[src/shared/asop_pkg.sv]
package asop_pkg;
  localparam int          RES_W             = 16;
  localparam int          CLK_MHZ           = 250;
  // internal serial clock: four quarters per bit
  localparam int          SCLK_QUARTER_NS   = 8;
  localparam int          SCLK_QUARTER_CYC  = (SCLK_QUARTER_NS * CLK_MHZ + 999) / 1000;
  localparam logic [7:0]  QUARTER_LAST      = 8'(SCLK_QUARTER_CYC - 1);
  localparam logic [4:0]  BITS_PER_WORD     = 5'h10;
  localparam logic [4:0]  LAST_BIT          = 5'h0F;
  localparam logic [15:0] RESULT_RST        = 16'h0000;
  localparam logic [15:0] MSB_MASK          = 16'h8000;
  localparam int          PAR_LO_BIT        = 5;
  localparam int          SHARED_W          = 4;
  localparam int          SERIAL_DATA_OUT_PIN         = 3;
  // synchroniser lanes
  localparam int          SYNC_W            = 9;
  localparam int          IDX_SCLK          = 0;
  localparam int          IDX_CS_N          = 1;
  localparam int          IDX_RD_N          = 2;
  localparam int          IDX_POL           = 3;
  localparam int          IDX_INV           = 4;
  localparam int          IDX_RDC           = 5;
  localparam int          IDX_SRC           = 6;
  localparam int          IDX_SER           = 7;
  localparam int          IDX_CODE          = 8;
  localparam logic [8:0]  SYNC_RST          = 9'h006;
  typedef enum logic {ST_IDLE, ST_SHIFT} asop_state_t;
endpackage : asop_pkg

[src/shared/asop_pin_if.sv]
`timescale 1ns/10ps
interface asop_pin_if;
  logic [asop_pkg::SYNC_W-1:0] raw;    // pins as they arrive
  logic [asop_pkg::SYNC_W-1:0] clean;  // after synchronising
  modport sync_side (input raw, output clean);
  modport core_side (output raw, input clean);
endinterface : asop_pin_if

[src/rtl/asop_sync.sv]
`timescale 1ns/10ps
module asop_sync (
  input  wire logic clk_sys,          // system clock
  input  wire logic rst,              // async reset, active high
  asop_pin_if.sync_side pins          // raw in, clean out
);
  logic [asop_pkg::SYNC_W-1:0] s1_q;
  logic [asop_pkg::SYNC_W-1:0] s2_q;
  logic [asop_pkg::SYNC_W-1:0] s3_q;
  logic [asop_pkg::SYNC_W-1:0] clean_q;
  logic [asop_pkg::SYNC_W-1:0] clean_d;

  // a lane only moves once the second and third stages agree
  assign clean_d    = (s2_q ~^ s3_q) & s3_q | (s2_q ^ s3_q) & clean_q;
  assign pins.clean = clean_q;

  always_ff @(posedge clk_sys or posedge rst) begin
    if (rst) begin
      s1_q    <= asop_pkg::SYNC_RST;
      s2_q    <= asop_pkg::SYNC_RST;
      s3_q    <= asop_pkg::SYNC_RST;
      clean_q <= asop_pkg::SYNC_RST;
    end else begin
      s1_q    <= pins.raw;
      s2_q    <= s1_q;
      s3_q    <= s2_q;
      clean_q <= clean_d;
    end
  end
endmodule : asop_sync

[src/rtl/asop_top.sv]
`timescale 1ns/10ps
// How it works
// - parallel mode drives the four shared pins as result bits 5 to 8.
// - frame polarity select low gives active-high frame sync, high gives active-low.
// - serial clock invert flips clock sense in master and slave modes.
// - in slave mode the read-mode pin is the daisy-chain serial input.
// - chain input reaches serial output sixteen clock periods after read starts.
// - master, read-mode high: previous result shifts out during new conversion.
// - master, read-mode low: data shifts out only after conversion completes.
// - result held internally and shifted out most significant bit first.
// - serial word coding follows the output coding select input.
// - master output bit stable across both serial clock edges.
// - slave, invert low: update on rising edge, reader samples falling.
// - slave, invert high: update on falling edge, reader samples rising.
// - clock source low drives internal clock; high uses external clock gated by select.
// - master frame sync active for as long as serial data is valid.
// - coding select low inverts the msb for twos complement, high straight binary.
module asop_top (
  input  wire logic                          clk_sys,               // system clock
  input  wire logic                          rst,                   // async reset, active high
  input  wire logic                          port_type_select,      // high serial, low parallel
  input  wire logic                          clock_source_select,   // high external clock
  input  wire logic                          output_coding_select,  // high straight binary
  input  wire logic                          cs_n,                  // chip select, active low
  input  wire logic                          rd_n,                  // read strobe, active low
  input  wire logic                          conv_start,            // pulse, conversion begins
  input  wire logic                          conv_done,             // pulse, result ready
  input  wire logic [asop_pkg::RES_W-1:0]    conv_result,           // raw result with conv_done
  input  wire logic [asop_pkg::SHARED_W-1:0] shared_pin_i,          // shared pins, in
  output logic      [asop_pkg::SHARED_W-1:0] shared_pin_o,          // shared pins, out
  output logic      [asop_pkg::SHARED_W-1:0] shared_pin_oe,         // shared pins, drive enable
  input  wire logic                          sclk_i,                // serial clock pin, in
  output logic                               sclk_o,                // serial clock pin, out
  output logic                               sclk_oe,               // serial clock drive enable
  output logic                               frame_sync_o,          // frame sync pin
  output logic                               frame_sync_oe          // frame sync drive enable
);
  asop_pin_if pins ();

  // shared pin 0..2 carry polarity, invert and read-mode/chain in serial mode
  assign pins.raw[asop_pkg::IDX_SCLK] = sclk_i;
  assign pins.raw[asop_pkg::IDX_CS_N] = cs_n;
  assign pins.raw[asop_pkg::IDX_RD_N] = rd_n;
  assign pins.raw[asop_pkg::IDX_POL]  = shared_pin_i[0];
  assign pins.raw[asop_pkg::IDX_INV]  = shared_pin_i[1];
  assign pins.raw[asop_pkg::IDX_RDC]  = shared_pin_i[2];
  assign pins.raw[asop_pkg::IDX_SRC]  = clock_source_select;
  assign pins.raw[asop_pkg::IDX_SER]  = port_type_select;
  assign pins.raw[asop_pkg::IDX_CODE] = output_coding_select;

  asop_sync i_asop_sync (
    .clk_sys (clk_sys),
    .rst     (rst),
    .pins    (pins)
  );

  asop_pkg::asop_state_t        state_q;
  asop_pkg::asop_state_t        state_d;
  logic [asop_pkg::RES_W-1:0]   result_q;
  logic [asop_pkg::RES_W-1:0]   shreg_q;
  logic [asop_pkg::RES_W-1:0]   shreg_d;
  logic [4:0]                   cnt_q;
  logic [4:0]                   cnt_d;
  logic [7:0]                   qtim_q;
  logic [7:0]                   qtim_d;
  logic [1:0]                   ph_q;
  logic [1:0]                   ph_d;
  logic                         seff_q;
  logic                         bus_en_q;
  logic [asop_pkg::SHARED_W-1:0] pin_o_d;
  logic [asop_pkg::SHARED_W-1:0] pin_oe_d;
  logic                         sclk_o_d;
  logic                         sclk_oe_d;
  logic                         fs_d;
  logic                         fs_oe_d;

  wire logic       ser      = pins.clean[asop_pkg::IDX_SER];
  wire logic       ext      = pins.clean[asop_pkg::IDX_SRC];
  wire logic       inv      = pins.clean[asop_pkg::IDX_INV];
  wire logic       pol      = pins.clean[asop_pkg::IDX_POL];
  wire logic       rdc      = pins.clean[asop_pkg::IDX_RDC];
  wire logic       cs_lo    = ~pins.clean[asop_pkg::IDX_CS_N];
  wire logic       bus_en   = cs_lo & ~pins.clean[asop_pkg::IDX_RD_N];
  wire logic       master   = ser & ~ext;
  wire logic       slave    = ser & ext;
  wire logic       shifting = (state_q == asop_pkg::ST_SHIFT);
  // a read-after start must ship the word arriving with conv_done, not the held copy
  wire logic [15:0] fresh   = conv_done ? conv_result : result_q;
  wire logic [15:0] cmask   = pins.clean[asop_pkg::IDX_CODE] ? 16'h0000 : asop_pkg::MSB_MASK;
  // coding applied when the word leaves the holding register
  wire logic [15:0] coded   = fresh ^ cmask;
  // external clock seen through the invert select; update edge is its rising edge with invert low, its falling edge with invert high
  // the update lands about five system clocks after the pin edge, so a fast
  // link clock leaves the reader only the late part of the period to sample in
  wire logic       seff     = pins.clean[asop_pkg::IDX_SCLK] ^ inv;
  wire logic       upd_edge = slave & cs_lo & seff & ~seff_q;
  // a slave word loads when the bus enable rises; chain bits follow after sixteen
  wire logic       s_start  = slave & bus_en & ~bus_en_q;
  // read-mode pin picks read during or after conversion
  wire logic       m_start  = master & (rdc ? conv_start : conv_done);
  // a quarter rounds up to whole system clocks: the clock may run slow, never fast
  wire logic       q_end    = (qtim_q == asop_pkg::QUARTER_LAST);
  wire logic       bit_end  = q_end & (ph_q == 2'h3);
  wire logic       sclk_raw = shifting & master & (ph_q == 2'h1 | ph_q == 2'h2);
  wire logic       last_bit = (cnt_q == asop_pkg::LAST_BIT);
  wire logic       chain_on = (cnt_q == asop_pkg::BITS_PER_WORD);

  always_comb begin
    state_d = state_q;
    shreg_d = shreg_q;
    cnt_d   = cnt_q;
    qtim_d  = 8'h00;
    ph_d    = 2'h0;
    case (state_q)
      asop_pkg::ST_IDLE: begin
        if (m_start | s_start) begin
          state_d = asop_pkg::ST_SHIFT;
          shreg_d = coded;
          cnt_d   = 5'h00;
        end
      end
      asop_pkg::ST_SHIFT: begin
        if (master) begin
          // bit changes only at quarter 0, clock high in quarters 1-2
          qtim_d = q_end ? 8'h00 : qtim_q + 8'h01;
          ph_d   = q_end ? ph_q + 2'h1 : ph_q;
          if (bit_end) begin
            shreg_d = {shreg_q[14:0], 1'b0};
            cnt_d   = cnt_q + 5'h01;
            if (last_bit) begin
              state_d = asop_pkg::ST_IDLE;
            end
          end
        end else if (slave & bus_en) begin
          if (upd_edge) begin
            // chain bit enters at the bottom, out after sixteen periods
            shreg_d = {shreg_q[14:0], rdc};
            cnt_d   = chain_on ? cnt_q : cnt_q + 5'h01;
          end
        end else begin
          // dropping the bus enable mid-word ends the frame; unsent bits are lost
          state_d = asop_pkg::ST_IDLE;
        end
      end
      default: state_d = asop_pkg::ST_IDLE;
    endcase
  end

  // serial mode gives only the data pin back; the other three become inputs
  wire logic [asop_pkg::SHARED_W-1:0] ser_pins = {shreg_q[asop_pkg::RES_W-1], 3'h0};
  wire logic [asop_pkg::SHARED_W-1:0] par_pins = coded[asop_pkg::PAR_LO_BIT+asop_pkg::SHARED_W-1:asop_pkg::PAR_LO_BIT];
  wire logic [asop_pkg::SHARED_W-1:0] ser_oe   = {bus_en, 3'h0};
  wire logic [asop_pkg::SHARED_W-1:0] par_oe   = {asop_pkg::SHARED_W{bus_en}};

  assign pin_o_d   = ser ? ser_pins : par_pins;
  assign pin_oe_d  = ser ? ser_oe : par_oe;
  assign sclk_o_d  = sclk_raw ^ inv;
  assign sclk_oe_d = master;
  // frame sync and data both pass one output register, so they stay aligned
  assign fs_d      = (shifting & master) ^ pol;
  assign fs_oe_d   = master;

  always_ff @(posedge clk_sys or posedge rst) begin
    if (rst) begin
      state_q  <= asop_pkg::ST_IDLE;
      shreg_q  <= asop_pkg::RESULT_RST;
      cnt_q    <= 5'h00;
    end else begin
      state_q  <= state_d;
      shreg_q  <= shreg_d;
      cnt_q    <= cnt_d;
    end
  end

  // edge history resets to the idle level so no false edge follows reset
  always_ff @(posedge clk_sys or posedge rst) begin
    if (rst) begin
      qtim_q   <= 8'h00;
      ph_q     <= 2'h0;
      seff_q   <= 1'b0;
      bus_en_q <= 1'b0;
    end else begin
      qtim_q   <= qtim_d;
      ph_q     <= ph_d;
      seff_q   <= seff;
      bus_en_q <= bus_en;
    end
  end

  // holds the last finished result; read-during mode ships this old word
  always_ff @(posedge clk_sys or posedge rst) begin
    if (rst) begin
      result_q <= asop_pkg::RESULT_RST;
    end else if (conv_done) begin
      result_q <= conv_result;
    end
  end

  always_ff @(posedge clk_sys or posedge rst) begin
    if (rst) begin
      shared_pin_o  <= 4'h0;
      sclk_o        <= 1'b0;
      frame_sync_o  <= 1'b0;
    end else begin
      shared_pin_o  <= pin_o_d;
      sclk_o        <= sclk_o_d;
      frame_sync_o  <= fs_d;
    end
  end

  // enables reset low so nothing drives the pins until the modes have settled
  always_ff @(posedge clk_sys or posedge rst) begin
    if (rst) begin
      shared_pin_oe <= 4'h0;
      sclk_oe       <= 1'b0;
      frame_sync_oe <= 1'b0;
    end else begin
      shared_pin_oe <= pin_oe_d;
      sclk_oe       <= sclk_oe_d;
      frame_sync_oe <= fs_oe_d;
    end
  end
endmodule : asop_top

[config.mk]
export PLATFORM = sky130hd
export DESIGN_NAME = asop_top
export DESIGN_NICKNAME = d
export VERILOG_FILES = /design/src/shared/asop_pkg.sv /design/src/shared/asop_pin_if.sv /design/src/rtl/asop_sync.sv /design/src/rtl/asop_top.sv
export SDC_FILE = /design/constraint.sdc
export NUM_CORES = 1
export LEC_CHECK = 0
export ABC_CLOCK_PERIOD_IN_PS = 3350
export BUFFER_PORTS_ARGS = -buffer_cell sky130_fd_sc_hd__buf_2
export CAP_MARGIN = 20
export CORE_ASPECT_RATIO = 1.25
export CORE_MARGIN = 1.5
export CORE_UTILIZATION = 52
export CTS_CLUSTER_DIAMETER = 30
export DETAILED_ROUTE_END_ITERATION = 6
export HOLD_SLACK_MARGIN = 0.15
export PLACE_DENSITY_LB_ADDON = 0.3
export SYNTH_ARGS = -nofsm -noshare
export SYNTH_HDL_FRONTEND = slang
export SYNTH_SLANG_ARGS = --single-unit
[constraint.sdc]
create_clock -name clk_sys -period 3.35 [get_ports clk_sys]
set_clock_uncertainty 0.2 [all_clocks]
set_input_delay 0.67 -clock clk_sys [delete_from_list [all_inputs] [get_ports clk_sys]]
set_output_delay 0.67 -clock clk_sys [all_outputs]
set_load 0.03 [all_outputs]
======== After elaboration in Yosys (flattened, before gate mapping) ========
Cells that the tools add are included.
Widths: inputs -> output; s select.
cells by class
  add/subtract/negate cells ............... 3
  eq/ne operators ......................... 12
  mux-type cells .......................... 30
  bitwise gates (word level) .............. 29
  reduce and logical (&&, ||, !) cells .... 2
operators with widths
  cell                 number
  $mux 16              7
  $pmux 16 s2          1
  $mux 5               6
  $mux 8               3
  $and 9x9->9          2
  $xor 16x16->16       1
  $and 1x1->1          12
  $pmux 5 s2           1
  $or 9x9->9           1
  $xnor 9x9->9         1
  $xor 9x9->9          1
  $add 8x1->8 const B  1
  $eq 8x1->1 const B   1
  $mux 1               6
  $mux 2               3
  $ne 3x1->1 const B   2
  $ne 3x2->1 const B   2
  $not 1->1            6
  $add 5x1->5 const B  1
  $eq 5x4->1 const B   1
  $eq 5x5->1 const B   1
  $reduce_and 5->1     1
  $eq 2x2->1 const B   2
  $mux 4               1
  other kinds (9)      12
storage, ports and cells
  register bits ........................... 97
  input bits .............................. 30

======== Longest topological paths before layout ========
Gate-level depths: netlist of the first run.
  depth after elaboration ................. 8
  gate-level depth with buffers ........... 8

======== By module ========
From an unflattened synthesis of the first run, not the netlist that was laid out.
unflattened totals
  cells, all modules ...................... 264
  area, all modules ....................... 3753.6 um^2
by module, submodules not included
  module     instances  cells each  area each (um^2)
  asop_top   1          209         2658.8
  asop_sync  1          55          1094.8

======== Least setup slack after synthesis of the first run ========
OpenSTA, ideal clock, no wires.
  path type ............................... input to register
  start ................................... in conv_done
  end ..................................... reg shreg_q[10] in the netlist's numbering
  setup time .............................. 0.137 ns
  data arrival time ....................... 1.958 ns
  data required time ...................... 3.013 ns
  setup slack ............................. 1.055 ns
  cell stages on the path ................. 6
  cell sequence ........................... clkbuf_1 -> mux2i_1 -> o22ai_2 -> buf_2 -> mux2i_1 -> a21oi_1
between the ends
  word-level cells in the longest chain between the ends .. 5
  elaborated cells on any way between the ends .. 9
ends and longest elaborated chain
  what                        line             RTL
  start: declaration          asop_top.sv:27   input wire logic conv_done,
  $mux 1                      asop_top.sv:100  wire logic m_start = master & (rdc ? conv_start : conv_done);
  $and 1x1->1                 asop_top.sv:100
  $or 1x1->1                  asop_top.sv:116  if (m_start | s_start) begin
  $ne 2x2->1 (no line)        --
  $reduce_and 4->1 (no line)  --
  end signal: assignment      asop_top.sv:166  shreg_q <= asop_pkg::RESULT_RST;
  end signal: assignment      asop_top.sv:170  shreg_q <= shreg_d;
  end: declaration            asop_top.sv:60   logic [asop_pkg::RES_W-1:0] shreg_q;
Parallel ways exist; a longest one is shown, timed or not. The select of a mux whose other input is x is not followed.
A chain may end at the register's enable or synchronous reset.

======== Worst setup path in the final report of the first run ========
  start ................................... reg qtim_q[1]
  end ..................................... reg cnt_q[1]
between the ends
  word-level cells in the longest chain between the ends .. 4
ends and longest elaborated chain
  what                        line             RTL
  start: declaration          asop_top.sv:64   logic [7:0] qtim_q;
  start signal: assignment    asop_top.sv:183  qtim_q <= qtim_d;
  $eq 8x1->1                  asop_top.sv:102  wire logic q_end = (qtim_q == asop_pkg::QUARTER_LAST);
  $and 1x1->1                 asop_top.sv:103  wire logic bit_end = q_end & (ph_q == 2'h3);
  $ne 3x2->1 (no line)        --
  $reduce_and 5->1 (no line)  --
  end signal: assignment      asop_top.sv:171  cnt_q <= cnt_d;
  end: declaration            asop_top.sv:62   logic [4:0] cnt_q;
No other way between the ends.

==> results of run 1 <==
## worst max-delay path by stage
| stage | endpoint | slack, ps | cells after the start |
|---|---|---|---|
| after floorplan | bus_en_q | 40 | 1 |
| after global placement | cnt_q[1] | 900 | 7 |
| after detailed placement | cnt_q[1] | 840 | 7 |
| after CTS | cnt_q[1] | 840 | 7 |
| after global routing | cnt_q[1] | 650 | 7 |
| final | cnt_q[1] | 820 | 7 |
## registers in the layout (all words and copies together), names as in the netlist
| name | flops |
|---|---|
| result_q | 16 |
| shreg_q | 16 |
| i_asop_sync.pins.clean | 9 |
| i_asop_sync.s1_q | 9 |
| i_asop_sync.s2_q | 9 |
| i_asop_sync.s3_q | 9 |
| qtim_q | 8 |
| cnt_q | 5 |
| shared_pin_o | 4 |
| ph_q | 2 |
| bus_en_q | 1 |
| frame_sync_o | 1 |
| frame_sync_oe | 1 |
| sclk_o | 1 |
| seff_q | 1 |
| shared_pin_oe | 1 |
| shifting | 1 |
## worst max-delay path: cells and delay by family (launching register included)
| family | cells | cell delay (ps) |
|---|---|---|
| AND/OR/NAND/NOR | 2 | 850 |
| buffers and inverters | 1 | 80 |
| adder cells (fa/ha/maj) | 1 | 120 |
| flip-flops | 1 | 420 |
| AO/OA/AOI/OAI | 3 | 690 |
## kinds of logic after synthesis
logic type	share of synthesized area
DFF	0.620
and+or+nand+nor	0.0801
AOI/OAI and AO/OA	0.0985
muxes	0.0929
buffers and inverters	0.0322
adders and majority gates	0.0492
xor gates and xnor gates	0.0276
## cells in the final DEF, fill, tap and decap left out, drive strengths merged
cell type / synthesis / routed
xnor2: 5 / 5
or2: 1 / 1
o221ai: 2 / 2
o2111ai: 1 / 1
clkinvlp: 0 / 2
nor2b: 3 / 3
inv: 10 / 11
mux2: 19 / 19
nand3: 11 / 11
o22ai: 16 / 16
o21a: 1 / 1
o211ai: 2 / 2
buf: 8 / 46
a221oi: 1 / 1
nand4bb: 1 / 1
a21oi: 13 / 13
or4b: 1 / 1
clkbuf: 6 / 11
dfstp: 8 / 8
clkinv: 0 / 2
nor2: 21 / 21
and2: 1 / 1
and3: 3 / 3
nor3: 4 / 4
ha: 15 / 15
nand4: 1 / 1
a211o: 1 / 1
a21boi: 1 / 1
or3: 1 / 1
dfrtp: 86 / 86
nand2: 6 / 6
xor2: 7 / 7
a31oi: 3 / 3
or4: 1 / 1
a21o: 9 / 9
o21ai: 4 / 4
nor4: 2 / 2
nand2b: 1 / 1
a211oi: 1 / 1
mux2i: 14 / 14
## layout make-up
cell class,count,area [um^2]
timing repair buffer,46,258
tap,90,113
clock buffer,11,151
sequential,94,2360
multi-input combinational,173,1330
inverter,10,38.8
clock inverter,5,41.3
fill,584,2730
## cells in the mapped netlist, drive strengths merged, types with 7 or more instances
cell,number
mux2i,14
a21o,9
mux2,19
o22ai,16
dfrtp,86
nor2,21
buf,8
nand3,11
inv,10
a21oi,13
dfstp,8
ha,15
xor2,7
## report_power, final
group	leakage [nW]	internal [mW]	switching [mW]
clock	0.0926	0.317	0.392
combinational	0.731	0.149	0.201
sequential	1.16	1.24	0.0587
## metal layers
metal  global-route usage  up-vias  routed length, um
li1                     -     1111                  -
met1                0.209     1107               2630
met2                0.276       43               3070
met3               0.0250       11                182
met4                0.103        0                142
met5                    0        -                  0
## stage by stage
step / setup WS (ps) / power [mW] / util / area (um^2) / hold WS, ps
floorplan: 44.6 / 1.58 / - / 3810 / 131
global placement: 901 / 1.66 / 0.584 / 4100 / 132
detailed placement: 844 / 1.67 / 0.584 / 4100 / 135
CTS: 835 / 2.38 / 0.611 / 4290 / 155
global route: 654 / 2.47 / 0.611 / 4290 / 165
finish: 821 / 2.36 / 0.611 / 4290 / 152
==> metrics.yaml, run 1 <==
floorplanning:
  dieArea_mm2: 0.00786
  rows: 34
  pin_count: 42
  die_h_um: 98.7
  core_mm2: 0.00702
  die_w_um: 79.6
  initial_utilization: 0.543
synth:
  avgSynthCellArea_um2: 13.1
  ys_warn_count: 0
  synth-seq-cells: 94
  synth_top_area_frac: 0.564
  yosys-top-cells-area: "dfrtp_1 (56%), mux2_2 (5.6%), dfstp_2 (5.5%)"
  synthArstFlopShare: 1.00
  syn-cell-area_mm2: 0.00381
  synthCells: 291
  synth-edff-count: 0
  ys_types: 46
  ys.flop_type: "dfrtp_1"
  syn_nets: 336
  yosysSeqAreaShare: 0.620
  synth_top_cell_by_area: "dfrtp_1"
clock_tree:
  cts_resized: 0
  cts_buffers: 9
  path_clk_slew_ps: 80
  cts_root_buf: "clkbuf_8"
  cts_sinks: 94
  cts_tree: "yes"
  worstSkewPairLatency_ps: 360
  cts_setup_buffers: 0
  ctsHoldBuffers: 0
  clockBufferDepth: 2
  h-tree-depth: 3
setup_path:
  rr_endpoint: "cnt_q[1]"
  slowest_delay_ps: 490
  startpoint: "qtim_q[1]"
  critPathKind: "reg2reg"
  critical_path_arrival_ps: 2530
  worstPathRequired_ps: 3350
  worstSetupStartpointType: "register"
  r2r-start: "qtim_q[1]"
  cp_cell_sequence: "inv_1 -> ha_1 -> or4b_4 -> nor4_4 -> o21ai_2 -> a21boi_0 -> o22ai_1"
  crit_path_max_fanout: 19
  regToRegSetupSlack_ps: 820
  endpoint_kind: "register"
  r2r_cells: 7
  slowest_stage: "or4b_4"
sta:
  grt_setup_unrepaired: "false"
  slew_violations: 0
  hold_viol: 0
  finalSetupTns_ps: 0
  max_slew_margin: 0.432
  tightestPinTransition_ps: 852
  max_freq_mhz: 395
  post-route-period-util: 0.755
  fin_crit_ps: 2530
  setup_viol: 0
worst_hold_path:
  hold_class: "reg2reg"
  min_from: "i_asop_sync.s1_q[4]"
  min_path_cells: 0
  min_to: "i_asop_sync.s2_q[4]"
global_route:
  grt_overflow: 0
  grt_antenna_before_repair: 0
  grt_first_pass_wirelength_um: 10200
  grt.total_usage: 0.169
  grt_pass1_vias: 2311
  grt_max_degree: 95
power:
  ir_worst_vdd_mv: 0.267
  pwr_density_cell_mw_per_mm2: 549
  p_leak_nw: 1.98
final_layout:
  nets: 379
  instances_no_fill: 429
  synthToLayoutAreaGrowth_pct: 12.6
  diodes: 0
  drive_gt1_frac: 0.289
place:
  placed_cells: 413
  place_hpwl_um: 4090
  place_congestion: 0.862
  numPortBuffers: 40
drt:
  drt-total-wl_um: 6030
  first_pass_iters: 4
  postRouteAntennaNets: 0
  drc: 0
  wire_per_inst_um: 14.0
  via_count: 2272
  drtIter0Drc: 118
  via_per_inst: 5.30
run_status:
  status: "complete, no violations"
flow_run:
  drv_cap: 0
(Power assumes the default switching activity.)
==> run 2, diff against run 1 <==
--- a/config.mk
+++ b/config.mk
@@ -5,12 +5,12 @@
 export SDC_FILE = /design/constraint.sdc
 export NUM_CORES = 1
 export LEC_CHECK = 0
-export ABC_CLOCK_PERIOD_IN_PS = 3350
+export ABC_CLOCK_PERIOD_IN_PS = 2340
 export BUFFER_PORTS_ARGS = -buffer_cell sky130_fd_sc_hd__buf_2
 export CAP_MARGIN = 20
 export CORE_ASPECT_RATIO = 1.25
 export CORE_MARGIN = 1.5
-export CORE_UTILIZATION = 52
+export CORE_UTILIZATION = 58
 export CTS_CLUSTER_DIAMETER = 30
 export DETAILED_ROUTE_END_ITERATION = 6
 export HOLD_SLACK_MARGIN = 0.15
==> constraint.sdc (replaced) <==
create_clock -name clk_sys -period 2.34 [get_ports clk_sys]
set_clock_uncertainty 0.2 [all_clocks]
set_input_delay 0.468 -clock clk_sys [delete_from_list [all_inputs] [get_ports clk_sys]]
set_output_delay 0.468 -clock clk_sys [all_outputs]
set_load 0.03 [all_outputs]
==> run 2 against run 1 <==
  * Sequential share of layout area is 2.8 points lower
  * Sequential cell count unchanged
  * Cell area up 5.4%
  * Largest cell class unchanged
  * Global-route usage grew 3.1 points
  * Non-clock buffer count increased by 18
  * Critical endpoint is now shreg_q[5]
  * Sequential power increased by 43%
  * Die area shrank 10%
  * Final cell count rose by 3.0%
==> metrics.yaml, run 2 (synthesis gave the netlist of run 1 again) <==
final_layout:
  final_cell_mix: "dfrtp_1 (86), buf_2 (40), nor2_1 (21)"
  top_regs: "result_q: 16 flops, shreg_q: 16 flops"
  final_common_cell: "dfrtp_1"
  fill_cells: 452  # -23%
  nets: 397  # +4.7%
  synthToLayoutAreaGrowth_pct: 18.6
  drive_gt1_frac: 0.291  # +0.00223
  diodes: 0  # unchanged
  post-route-util: 0.724  # +0.113
setup_path:
  endpoint_kind: "register"
  critical_path_arrival_ps: 2300  # -230 ps
  worstPathRequired_ps: 2370  # -980 ps
  critPathKind: "reg2reg"
  crit_path_max_fanout: 14  # -5
  worstSetupStartpointType: "register"
flow_run:
  drv_cap: 0  # unchanged
power:
  pwr_density_cell_mw_per_mm2: 789  # +44%
  p_comb_frac: 0.147  # -0.002
  ir_worst_vdd_mv: 0.644  # +140%
  seqPwrFrac: 0.520  # -0.030
  power_mw: 3.57  # +51%
  pwr-share-clk: 0.333  # +0.032
  p_switching_mw: 0.904  # +39%
  p_int_mw: 2.66  # +56%
  power_switching_share: 0.253  # -0.0233
  p_leak_nw: 2.09  # +5.4%
clock_tree:
  cts_sinks: 94  # unchanged
  cts_root_buf: "clkbuf_8"
  clockBufferDepth: 2  # unchanged
  cts_buffers: 9  # unchanged
  worstSkewPairLatency_ps: 350  # about the same
  cts_tree: "yes"
  h-tree-depth: 3  # unchanged
  path_clk_slew_ps: 90  # about the same
drt:
  via_count: 2363  # +4.0%
  wl_met3_um: 173  # -4.9%
  wire_per_inst_um: 13.8  # -1.8%
  wl_met2_um: 3050  # -0.85%
  drt-met1-wl_um: 2730  # +4.1%
  first_pass_iters: 4  # unchanged
  drt-total-wl_um: 6100  # +1.1%
  drtIter0Drc: 161  # +36%
  via_per_inst: 5.35  # +0.95%
  drc: 0  # unchanged
  highest_layer: "met4"
  postRouteAntennaNets: 0  # unchanged
global_route:
  grt_pass1_vias: 2419  # +4.7%
  grt.total_usage: 0.200  # +0.0314
  grt_overflow: 0  # unchanged
  grt_first_pass_wirelength_um: 10600  # +3.4%
  grt_antenna_before_repair: 0  # unchanged
  grt_max_degree: 95  # unchanged
sta:
  hold_viol: 0  # unchanged
  grt_setup_unrepaired: "true"
  setup_viol: 0  # unchanged
  slew_violations: 0  # unchanged
  tightestPinTransition_ps: 544  # -308 ps
  finalSetupTns_ps: 0  # unchanged
  fin_crit_ps: 2260  # -265 ps
  post-route-period-util: 0.967  # +0.213
  max_freq_mhz: 442  # +12%
  max_slew_margin: 0.635  # +0.203
floorplanning:
  dieArea_mm2: 0.00707  # -10%
  pin_count: 42  # unchanged
  core_mm2: 0.00625  # -11%
  initial_utilization: 0.610  # +0.0672
  rows: 32  # -5.9%
  die_w_um: 75.5  # -5.1%
  die_h_um: 93.6  # -5.2%
run_status:
  status: "complete, no violations"
place:
  place_congestion: 0.798  # -7.4%
  numPortBuffers: 40  # unchanged
  place_hpwl_um: 4070  # -0.50%
worst_hold_path:
  hold_class: "reg2reg"
-- run 2: layout make-up --
type | instances | area [um^2] | area share
Inverter | 10 | 41.3 | 0.00913
Tap cell | 85 | 106 | 0.0235
Clock buffer | 11 | 151 | 0.0335
Timing Repair Buffer | 64 | 438 | 0.0968
Clock inverter | 5 | 81.3 | 0.0180
Multi-Input combinational cell | 173 | 1340 | 0.297
Sequential cell | 94 | 2360 | 0.522
-- run 2: power by group through the flow --
stage	logic (mW)	clock network [mW]	registers (mW)
6_report	0.524	1.19	1.86
5_1_grt	0.585	1.29	1.87
4_1_cts	0.529	1.22	1.85
3_5_place_dp	0.510	0	1.89
3_3_place_gp	0.497	0	1.88
2_1_floorplan	0.358	0	1.90
-- run 2: path summary, 6_finish.rpt --
path / from / to / slack (ps) / cells past startpoint
hold reg to reg: i_asop_sync.s1_q[4] / i_asop_sync.s2_q[4] / 150 / 0
setup / recovery: qtim_q[1] / shreg_q[5] / 80 / 8
setup reg to reg: qtim_q[1] / shreg_q[5] / 80 / 8
max in group asynchronous: rst / i_asop_sync.s3_q[1] / 980 / 4
hold / removal: i_asop_sync.s1_q[4] / i_asop_sync.s2_q[4] / 150 / 0
min in group asynchronous: rst / qtim_q[3] / 590 / 4
-- run 2: timing repair --
item | in CTS | in global routing
buffers inserted | 0 | 0
setup endpoints to repair | 0 | 14
hold buffers | 13 | 0
resized for setup | 0 | 2
hold endpoints to repair | 98 | 0
-- run 2: metal layers --
| metal | global-route usage | up-vias |
|---|---|---|
| li1 | - | 1155 |
| met1 | 0.247 | 1161 |
| met2 | 0.326 | 37 |
| met3 | 0.0431 | 10 |
| met4 | 0.0997 | 0 |
| met5 | 0 | - |
-- run 2: worst max-delay path, cell delays in order (launching register included) --
cell,delay (ps)
dfrtp_1,380
inv_1,50
ha_1,140
or4b_4,490
nor4_4,300
o21ai_2,190
buf_12,180
o22ai_1,160
a21oi_1,60
-- run 2: through the flow --
step | hold slack [ps] | worst slack (ps) | instance area (um^2) | std cells
after global placement | 132 | 90.8 | 4150 | 413
after global routing | 157 | -33.1 | 4520 | 442
after CTS | 150 | 7.81 | 4510 | 442
after detailed placement | 136 | 21.2 | 4150 | 413
final | 152 | 76.2 | 4520 | 442
after floorplan | 131 | 124 | 3820 | 291
